<file path="src/inc/coc_pkg.sv">
// Behaviour
// Depletion code picks falling threshold, reset 11
// Depleted during discharge: battery off, adapter on
// Depletion clears only after 340mV rising hysteresis
// Zero charge voltage disables depletion protection
// Frequency direction: 0 lowers, 1 raises 18%
// Frequency enable gates shift, reset off
// High-side short: 0 off, 1 750mV default
// Low-side short: 0 135mV default, 1 230mV
// Writing discharge bit 1 starts battery discharge
// Threshold reached ends discharge, adapter takes over
// Completed discharge clears its bit; reset 0
// Writing 0 aborts discharge, adapter path on
// Monitor select: 0 adapter, 1 charge amplifier
// Adapter present is read-only, reset 0
// Adapter overcurrent: 0 off, 1 3.33x default
// Inhibit bit stops charging; bits 3,2 inert
// Word read/write over SMBus, command 0x12
package coc_pkg;

	// Option register command and contents
	localparam logic [7:0] CMD_OPTION = 8'h12;
	localparam logic [15:0] OPT_RESET = 16'h1902;
	localparam logic [15:0] OPT_WMASK = 16'h1FEF;
	localparam logic [2:0] OPT_UPPER_READ = 3'h0;

	// Field positions
	localparam int POS_INHIBIT = 0;
	localparam int POS_ADP_OVC = 1;
	localparam int POS_ADP = 4;
	localparam int POS_MON = 5;
	localparam int POS_LEARN = 6;
	localparam int POS_LSHORT = 7;
	localparam int POS_HSHORT = 8;
	localparam int POS_FEN = 9;
	localparam int POS_FDIR = 10;
	localparam int POS_DEPL_LO = 11;
	localparam int POS_DEPL_HI = 12;

	// Depletion threshold codes, percent of regulation limit
	localparam logic [1:0] DEPL_5919 = 2'h0;
	localparam logic [1:0] DEPL_6265 = 2'h1;
	localparam logic [1:0] DEPL_6655 = 2'h2;
	localparam logic [1:0] DEPL_7097 = 2'h3;

	// Byte positions within a transaction
	localparam logic [1:0] IDX_ADDR = 2'h0;
	localparam logic [1:0] IDX_CMD = 2'h1;
	localparam logic [1:0] IDX_LO = 2'h2;
	localparam logic [1:0] IDX_HI = 2'h3;
	localparam logic [2:0] BIT_LAST = 3'h7;

	// Synchroniser lanes
	localparam int SYN_SCL = 0;
	localparam int SYN_SDA = 1;
	localparam int SYN_ADP = 2;
	localparam int SYN_BELOW = 3;
	localparam int SYN_ABOVE = 4;
	localparam int SYN_W = 5;

	typedef enum logic [2:0] {
		COC_IDLE,
		COC_RX,
		COC_ACK_SETUP,
		COC_ACK,
		COC_TX,
		COC_MACK,
		COC_NEXT,
		COC_IGNORE
	} coc_state_t;

endpackage

</file>
<file path="src/coc_option_ctrl.sv">
`timescale 1ns/1ns
module coc_option_ctrl #(
	parameter logic [6:0] SMB_ADDR = 7'h2A
) (
	// Clock and reset
	input wire logic clk,
	input wire logic sys_rst,
	// SMBus pins
	input wire logic smb_clk,
	input wire logic smb_data_in,
	output logic smb_data_out,
	output logic smb_data_oe,
	// Analog status
	input wire logic adapter_detect_input,
	input wire logic battery_below_falling,
	input wire logic battery_above_rising,
	input wire logic [15:0] charge_voltage_setting,
	// Option outputs
	output logic [1:0] depletion_threshold_sel,
	output logic freq_adjust_up,
	output logic freq_adjust_en,
	output logic high_side_short_threshold,
	output logic low_side_short_threshold,
	output logic current_monitor_sel,
	output logic adapter_overcurrent_threshold,
	output logic charge_inhibit,
	// Power path
	output logic battery_path_switch,
	output logic adapter_path_switch,
	output logic adapter_present,
	output logic learn_active
);
	import coc_pkg::*;

	logic [SYN_W-1:0] syn;
	logic scl_s, sda_s, adp_s, below_s, above_s;
	logic start_c, stop_c, scl_rise, scl_fall, ack, commit, rd_load, prot_en;
	logic [7:0] byte_in;
	logic [15:0] wr_word;
	coc_state_t state_reg, state_next;
	logic [2:0] bit_cnt_reg, bit_cnt_next;
	logic [1:0] idx_reg, idx_next;
	logic [7:0] shift_reg, shift_next, lo_reg, lo_next, tx_reg, tx_next;
	logic rw_reg, rw_next, cmd_ok_reg, cmd_ok_next, tx_hi_reg, tx_hi_next;
	logic [15:0] rd_word_reg, rd_word_next;
	logic oe_reg, oe_next, scl_d_reg, sda_d_reg;
	logic [15:0] opt_reg, opt_next;
	logic depleted_reg, depleted_next, bat_sw_reg, bat_sw_next;
	logic adp_sw_reg, adp_sw_next, adp_reg, adp_next, out_reg;

	generate
		if (SMB_ADDR < 7'h08 || SMB_ADDR > 7'h77) begin : g_bad_addr
			$error("SMB_ADDR lies in a reserved range");
		end
	endgenerate

	coc_sync #(.W(SYN_W)) u_sync (
		.clk(clk),
		.sys_rst(sys_rst),
		.async_in({battery_above_rising, battery_below_falling, adapter_detect_input,
			smb_data_in, smb_clk}),
		.sync_out(syn)
	);

	assign scl_s = syn[SYN_SCL];
	assign sda_s = syn[SYN_SDA];
	assign adp_s = syn[SYN_ADP];
	assign below_s = syn[SYN_BELOW];
	assign above_s = syn[SYN_ABOVE];
	assign start_c = scl_s & scl_d_reg & sda_d_reg & ~sda_s;
	assign stop_c = scl_s & scl_d_reg & ~sda_d_reg & sda_s;
	assign scl_rise = scl_s & ~scl_d_reg;
	assign scl_fall = ~scl_s & scl_d_reg;
	assign byte_in = {shift_reg[6:0], sda_s};

	// Bus protocol engine
	always_comb begin
		state_next = state_reg;
		bit_cnt_next = bit_cnt_reg;
		idx_next = idx_reg;
		shift_next = shift_reg;
		lo_next = lo_reg;
		tx_next = tx_reg;
		rw_next = rw_reg;
		cmd_ok_next = cmd_ok_reg;
		tx_hi_next = tx_hi_reg;
		rd_word_next = rd_word_reg;
		oe_next = oe_reg;
		ack = 1'b0;
		commit = 1'b0;
		rd_load = 1'b0;
		wr_word = {byte_in, lo_reg};
		if (start_c) begin
			state_next = COC_RX;
			bit_cnt_next = 3'h0;
			idx_next = IDX_ADDR;
			oe_next = 1'b0;
		end else if (stop_c) begin
			state_next = COC_IDLE;
			oe_next = 1'b0;
			cmd_ok_next = 1'b0;
		end else begin
			unique case (state_reg)
				COC_IDLE, COC_IGNORE: begin
				end
				COC_RX: if (scl_rise) begin
					shift_next = byte_in;
					bit_cnt_next = bit_cnt_reg + 3'h1;
					if (bit_cnt_reg == BIT_LAST) begin
						unique case (idx_reg)
							IDX_ADDR: begin
								ack = (byte_in[7:1] == SMB_ADDR) && (!byte_in[0] || cmd_ok_reg);
								rw_next = byte_in[0];
								rd_load = ack && byte_in[0];
							end
							IDX_CMD: begin
								ack = (byte_in == CMD_OPTION);
								cmd_ok_next = ack;
							end
							IDX_LO: begin
								ack = 1'b1;
								lo_next = byte_in;
							end
							IDX_HI: begin
								ack = 1'b1;
								commit = 1'b1;
							end
						endcase
						state_next = ack ? COC_ACK_SETUP : COC_IGNORE;
					end
				end
				COC_ACK_SETUP: if (scl_fall) begin
					oe_next = 1'b1;
					state_next = COC_ACK;
				end
				COC_ACK: if (scl_fall) begin
					bit_cnt_next = 3'h0;
					if (rw_reg) begin
						tx_next = rd_word_reg[7:0];
						tx_hi_next = 1'b0;
						oe_next = ~rd_word_reg[7];
						state_next = COC_TX;
					end else begin
						oe_next = 1'b0;
						idx_next = idx_reg + 2'h1;
						state_next = (idx_reg == IDX_HI) ? COC_IGNORE : COC_RX;
					end
				end
				COC_TX: if (scl_fall) begin
					bit_cnt_next = bit_cnt_reg + 3'h1;
					tx_next = {tx_reg[6:0], 1'b0};
					oe_next = (bit_cnt_reg == BIT_LAST) ? 1'b0 : ~tx_reg[6];
					if (bit_cnt_reg == BIT_LAST) begin
						state_next = COC_MACK;
					end
				end
				COC_MACK: if (scl_rise) begin
					state_next = (sda_s || tx_hi_reg) ? COC_IGNORE : COC_NEXT;
				end
				COC_NEXT: if (scl_fall) begin
					tx_next = rd_word_reg[15:8];
					tx_hi_next = 1'b1;
					bit_cnt_next = 3'h0;
					oe_next = ~rd_word_reg[15];
					state_next = COC_TX;
				end
			endcase
		end
		if (rd_load) begin
			rd_word_next = {OPT_UPPER_READ, opt_reg[POS_DEPL_HI:POS_MON], adp_reg,
				opt_reg[3:0]};
		end
	end

	always_ff @(posedge clk) begin
		if (sys_rst) begin
			state_reg <= COC_IDLE;
			bit_cnt_reg <= 3'h0;
			idx_reg <= IDX_ADDR;
			shift_reg <= 8'h00;
			lo_reg <= 8'h00;
			tx_reg <= 8'h00;
			rw_reg <= 1'b0;
			cmd_ok_reg <= 1'b0;
			tx_hi_reg <= 1'b0;
			rd_word_reg <= 16'h0000;
			oe_reg <= 1'b0;
			scl_d_reg <= 1'b1;
			sda_d_reg <= 1'b1;
			out_reg <= 1'b0;
		end else begin
			state_reg <= state_next;
			bit_cnt_reg <= bit_cnt_next;
			idx_reg <= idx_next;
			shift_reg <= shift_next;
			lo_reg <= lo_next;
			tx_reg <= tx_next;
			rw_reg <= rw_next;
			cmd_ok_reg <= cmd_ok_next;
			tx_hi_reg <= tx_hi_next;
			rd_word_reg <= rd_word_next;
			oe_reg <= oe_next;
			scl_d_reg <= scl_s;
			sda_d_reg <= sda_s;
			out_reg <= 1'b0;
		end
	end

	// Option register, depletion and power path
	always_comb begin
		prot_en = (charge_voltage_setting != 16'h0000);
		if (!prot_en) begin
			depleted_next = 1'b0;
		end else if (below_s) begin
			depleted_next = 1'b1;
		end else if (above_s) begin
			depleted_next = 1'b0;
		end else begin
			depleted_next = depleted_reg;
		end
		opt_next = opt_reg;
		if (commit) begin
			opt_next = wr_word & OPT_WMASK;
		end else if (opt_reg[POS_LEARN] && depleted_reg && prot_en) begin
			opt_next[POS_LEARN] = 1'b0;
		end
		bat_sw_next = opt_next[POS_LEARN];
		adp_sw_next = ~opt_next[POS_LEARN];
		adp_next = adp_s;
	end

	always_ff @(posedge clk) begin
		if (sys_rst) begin
			opt_reg <= OPT_RESET;
			depleted_reg <= 1'b0;
			bat_sw_reg <= 1'b0;
			adp_sw_reg <= 1'b1;
			adp_reg <= 1'b0;
		end else begin
			opt_reg <= opt_next;
			depleted_reg <= depleted_next;
			bat_sw_reg <= bat_sw_next;
			adp_sw_reg <= adp_sw_next;
			adp_reg <= adp_next;
		end
	end

	assign smb_data_out = out_reg;
	assign smb_data_oe = oe_reg;
	assign depletion_threshold_sel = opt_reg[POS_DEPL_HI:POS_DEPL_LO];
	assign freq_adjust_up = opt_reg[POS_FDIR];
	assign freq_adjust_en = opt_reg[POS_FEN];
	assign high_side_short_threshold = opt_reg[POS_HSHORT];
	assign low_side_short_threshold = opt_reg[POS_LSHORT];
	assign current_monitor_sel = opt_reg[POS_MON];
	assign adapter_overcurrent_threshold = opt_reg[POS_ADP_OVC];
	assign charge_inhibit = opt_reg[POS_INHIBIT];
	assign battery_path_switch = bat_sw_reg;
	assign adapter_path_switch = adp_sw_reg;
	assign adapter_present = adp_reg;
	assign learn_active = opt_reg[POS_LEARN];

	// Checks
	AST_DEPL_END: assert property (@(posedge clk) disable iff (sys_rst)
		learn_active && depleted_reg && prot_en && !commit |=> !learn_active ##0 adapter_path_switch)
		else $error("discharge did not end at depletion");
	AST_PROT_OFF: assert property (@(posedge clk) disable iff (sys_rst)
		charge_voltage_setting == 16'h0000 |=> !depleted_reg)
		else $error("depletion active with zero charge voltage");
	AST_HYST: assert property (@(posedge clk) disable iff (sys_rst)
		depleted_reg && prot_en && !above_s |=> depleted_reg)
		else $error("depletion cleared without hysteresis");
	AST_SWITCH_EXCL: assert property (@(posedge clk) disable iff (sys_rst)
		battery_path_switch != adapter_path_switch)
		else $error("path switches not complementary");
	AST_ABORT: assert property (@(posedge clk) disable iff (sys_rst)
		commit && !wr_word[POS_LEARN] |=> !learn_active && adapter_path_switch
		&& !battery_path_switch)
		else $error("abort did not restore adapter path");
	AST_START: assert property (@(posedge clk) disable iff (sys_rst)
		commit && wr_word[POS_LEARN] |=> learn_active && battery_path_switch
		&& !adapter_path_switch)
		else $error("discharge did not start");
	AST_RO_BIT: assert property (@(posedge clk) disable iff (sys_rst)
		rd_load |=> rd_word_reg[POS_ADP] == $past(adp_reg) && !opt_reg[POS_ADP])
		else $error("adapter present bit not read-only status");
	AST_FIELD_OUT: assert property (@(posedge clk) disable iff (sys_rst)
		commit |=> depletion_threshold_sel == $past(wr_word[POS_DEPL_HI:POS_DEPL_LO])
		&& freq_adjust_up == $past(wr_word[POS_FDIR]))
		else $error("written fields not applied");
	AST_ACK_DRIVE: assert property (@(posedge clk) disable iff (sys_rst)
		state_reg == COC_ACK_SETUP && scl_fall && !start_c && !stop_c |=> smb_data_oe)
		else $error("acknowledge not driven");
endmodule

</file>
<file path="src/coc_sync.sv">
`timescale 1ns/1ns
module coc_sync #(
	parameter int W = 1
) (
	// Clock and reset
	input wire logic clk,
	input wire logic sys_rst,
	// Lanes
	input wire logic [W-1:0] async_in,
	output logic [W-1:0] sync_out
);
	logic [W-1:0] meta_reg;
	logic [W-1:0] meta_next;
	logic [W-1:0] sync_reg;
	logic [W-1:0] sync_next;

	generate
		if (W < 1) begin : g_bad
			$error("coc_sync width must be at least 1");
		end
	endgenerate

	always_comb begin
		meta_next = async_in;
		sync_next = meta_reg;
	end

	always_ff @(posedge clk) begin
		if (sys_rst) begin
			meta_reg <= '0;
			sync_reg <= '0;
		end else begin
			meta_reg <= meta_next;
			sync_reg <= sync_next;
		end
	end

	assign sync_out = sync_reg;
endmodule

</file>
<file path="config.mk">
export PLATFORM = sky130hd
export DESIGN_NAME = coc_option_ctrl
export DESIGN_NICKNAME = d
export VERILOG_FILES = /design/src/inc/coc_pkg.sv /design/src/coc_option_ctrl.sv /design/src/coc_sync.sv
export SDC_FILE = /design/constraint.sdc
export NUM_CORES = 1
export LEC_CHECK = 0
export BUFFER_PORTS_ARGS = -buffer_cell sky130_fd_sc_hd__buf_2
export CORE_MARGIN = 4
export CORE_UTILIZATION = 50
export DETAILED_ROUTE_END_ITERATION = 10
export GPL_TIMING_DRIVEN = 0
export MAX_ROUTING_LAYER = met4
export PLACE_DENSITY_LB_ADDON = 0.2
export SYNTH_ARGS = -nofsm -noshare
export SYNTH_HDL_FRONTEND = slang
export SYNTH_HIERARCHICAL = 1
export SYNTH_SLANG_ARGS = --single-unit
</file>
<file path="constraint.sdc">
create_clock -name clk -period 2.2 [get_ports clk]
set_input_delay 0.11 -clock clk [delete_from_list [all_inputs] [get_ports clk]]
set_output_delay 0.11 -clock clk [all_outputs]
set_load 0.02 [all_outputs]
</file>
==> flow_summary.json <==
{
  "cellInternalPower_mw": 1.97,
  "fmax_mhz": 509,
  "critPathMaxFanout": 10,
  "worstHoldEndpoint": "u_sync/meta_reg[2]",
  "htree_levels": 3,
  "mappedNetlistArea_um2": 3110,
  "dp.cells": 454,
  "root_buffer": "clkbuf_8",
  "grt_usage": 0.200,
  "yosys.area_share.simple": 0.240,
  "core_um2": 5990,
  "synth_top_area_cell": "dfxtp_1",
  "r2r_start": "bit_cnt_reg[0]",
  "switching_share": 0.223,
  "crit_family": "simple AND/OR/NAND/NOR gates",
  "rsz0062_at_grt": "false",
  "cts_max_path_buffers": 2,
  "crit_cells": 9,
  "finalHoldViolCount": 0,
  "routed_wl_mm": 6.54,
  "final_nets": 425,
  "r2r_end": "rd_word_reg[8]",
  "die-area_um2": 7560,
  "worst_pin_slew_ns": 0.567,
  "synthCells": 343,
  "status": "finished, final reports clean",
  "power_per_cell_area_nw_per_um2": 693,
  "drt_iter0_markers": 101,
  "layout_min_cycle_time_ns": 1.96,
  "worst_hold_path.num_cells": 2,
  "rows": 28,
  "synth_top_family_by_area": "simple AND/OR/NAND/NOR gates",
  "vias": 2508,
  "critical_path_class": "register to register",
  "drc": 0,
  "pwr-share-clk": 0.436,
  "synth-edff-count": 0,
  "overflow": 0,
  "grt_pass1_vias": 2399,
  "synth_area_leaders": "dfxtp_1 47%, mux2i_1 12%, nand2_1 5.7%",
  "setup_viol": 0,
  "yosys.cell_types.count": 45,
  "largest_reg_flops": 13,
  "arrival_ns": 2.18,
  "drv_cap": 0,
  "synth_area_per_cell_um2": 9.08,
  "placed_area_um2": 3390,
  "synthXorXnorAreaFrac": 0.00562,
  "reg2reg_setup_slack_ns": 0.24,
  "place_hpwl_mm": 4.71,
  "synth_top_area_share": 0.469,
  "cp_data_required_time_ns": 2.42,
  "worst_path_largest_cell_delay_ns": 0.35,
  "clk_pin_slew_ns": 0.08,
  "ys.flop_type": "dfxtp_1",
  "cts_resized": 0,
  "synth_mux_area_frac": 0.116,
  "start_kind": "register",
  "vias_per_cell": 5.28,
  "antenna_found_initial": 0,
  "crit_top_cell": "ha_1",
  "finalCritPeriodShare": 0.892,
  "syn_to_final_growth_pct": 17.2,
  "yosysWarningCount": 6,
  "leakage_nw": 1.44,
  "numCtsBuffers": 9,
  "finalClockSkew_ns": 0.0102,
  "hp-start": "sys_rst",
  "worstRegToRegCells": 9,
  "ant_nets": 0,
  "initial_core_util": 0.520,
  "ys_ff_latch": 73,
  "drt_pre_antenna_iters": 4,
  "total_power_mw": 2.53,
  "fp.dieW_um": 86.9,
  "die_h_um": 86.9,
  "pin_count": 38,
  "pwr-share-seq": 0.529,
  "grt_pass1_wl_mm": 11.4,
  "clock_sinks": 73,
  "relSlewSlack": 0.622,
  "wl_per_cell_um": 13.8,
  "diodes": 0,
  "grt_max_degree": 16,
  "drive_gt1_frac": 0.178,
  "path_buf_inv": 3,
  "synth_compound_area_frac": 0.0936,
  "clk_latency_ns": 0.35,
  "ir_drop_mv": 0.500,
  "fin_area_um2": 3650,
  "post_cts_buffers": 0,
  "synth.net_count": 373,
  "cp_cell_sequence": "ha_1 > ha_1 > inv_1 > nor3_4 > and4_1 > buf_4 > buf_12 > mux2i_1 > nor2_1",
  "slew_violations": 0,
  "hold_class": "input pin to register",
  "instances_no_fill": 475,
  "gp_congestion": 0.871,
  "cp_slowest_cell": "dfxtp_1",
  "setup_tns_ns": 0,
  "tritoncts": "built",
  "ys_seq_area_frac": 0.469,
  "combPwrFrac": 0.035,
  "io_buffers": 36,
  "ys_async_sr_fraction": 0,
  "synthAdderAreaFrac": 0.0281,
  "worstSetupEndpointType": "register",
  "netSwitchingPower_mw": 0.563
}
power groups by stage:
stage | clock, mW | combinational (mW) | sequential (mW)
2_1_floorplan | 0 | 0.0430 | 1.37
3_3_place_gp | 0 | 0.0794 | 1.37
3_5_place_dp | 0 | 0.0813 | 1.37
4_1_cts | 1.13 | 0.0879 | 1.34
5_1_grt | 1.19 | 0.0971 | 1.34
6_report | 1.10 | 0.0873 | 1.34
cells in the final DEF (no fill, tap or decap), types with 3 or more instances in the layout:
master,instances
a211oi_1,3
a21oi_1,21
and3b_1,3
buf_2,42
buf_4,5
clkbuf_1,8
clkbuf_8,11
dfxtp_1,73
dlygate4sd3_1,5
ha_1,7
inv_1,5
mux2i_1,36
nand2_1,47
nand3_1,8
nand3b_1,4
nand4_1,5
nor2_1,41
nor2b_1,17
nor3_1,3
nor3b_1,3
nor4_1,4
o21ai_0,9
or2_2,3
per-stage QoR:
step,setup slack [ns],util,hold slack (ns)
after floorplan,0.425,-,0.182
after global placement,0.196,0.566,0.320
after detailed placement,0.173,0.566,0.322
after CTS,0.153,0.609,0.0964
after global routing,0.0640,0.609,0.105
final,0.237,0.609,0.101
cell usage after synthesis, drive strengths merged (3+ instances only):
master and number:
a211oi 3, a21oi 21, and3b 3, buf 14
clkbuf 8, dfxtp 73, ha 7, inv 5
mux2i 36, nand2 47, nand3 8, nand3b 4
nand4 5, nor2 42, nor2b 17, nor3 4
nor3b 3, nor4 4, o21ai 9, or2 4
cell families after synthesis:
kind of cell,after synthesis
simple gates,149
flops,73
compound gates,48
mux,36
buf+inv,27
fa+ha+maj,7
xor+xnor,2
other cells,1
area by class of cell:
| cell class | count | area (um2) |
|---|---|---|
| fillers | 528 | 2340 |
| clock inverters | 5 | 61.3 |
| clock buffers | 11 | 151 |
| flip-flops and latches | 73 | 1460 |
| multi-input cells | 243 | 1510 |
| repair buffers | 41 | 230 |
| well taps | 75 | 93.8 |
| plain buffers | 22 | 125 |
| inverters | 5 | 18.8 |
worst register-to-register path, cell delays in order (launching register included):
cell and delay, ns:
dfxtp_1 0.35, ha_1 0.16, ha_1 0.23, inv_1 0.09, nor3_4 0.24, and4_1 0.23, buf_4 0.15, buf_12 0.15
mux2i_1 0.19, nor2_1 0.05
what timing repair did:
action	4_1_cts	5_1_grt
endpoints found under the setup margin	0	3
hold buffers	5	0
hold endpoints to repair	5	0
metal layers:
metal  GRT usage  wire length (um)
met5           -                 0
met2       0.288              2860
met3      0.0454               355
met4      0.0722                95
met1       0.275              3230
how the worst max path moves through the flow:
stage,from,endpoint
6_report,bit_cnt_reg[0],rd_word_reg[8]
5_1_grt,bit_cnt_reg[0],rd_word_reg[4]
4_1_cts,bit_cnt_reg[0],rd_word_reg[8]
3_5_place_dp,bit_cnt_reg[0],rd_word_reg[8]
3_3_place_gp,bit_cnt_reg[0],rd_word_reg[8]
2_1_floorplan,bit_cnt_reg[0],rd_word_reg[6]
(Power assumes the default switching activity.)
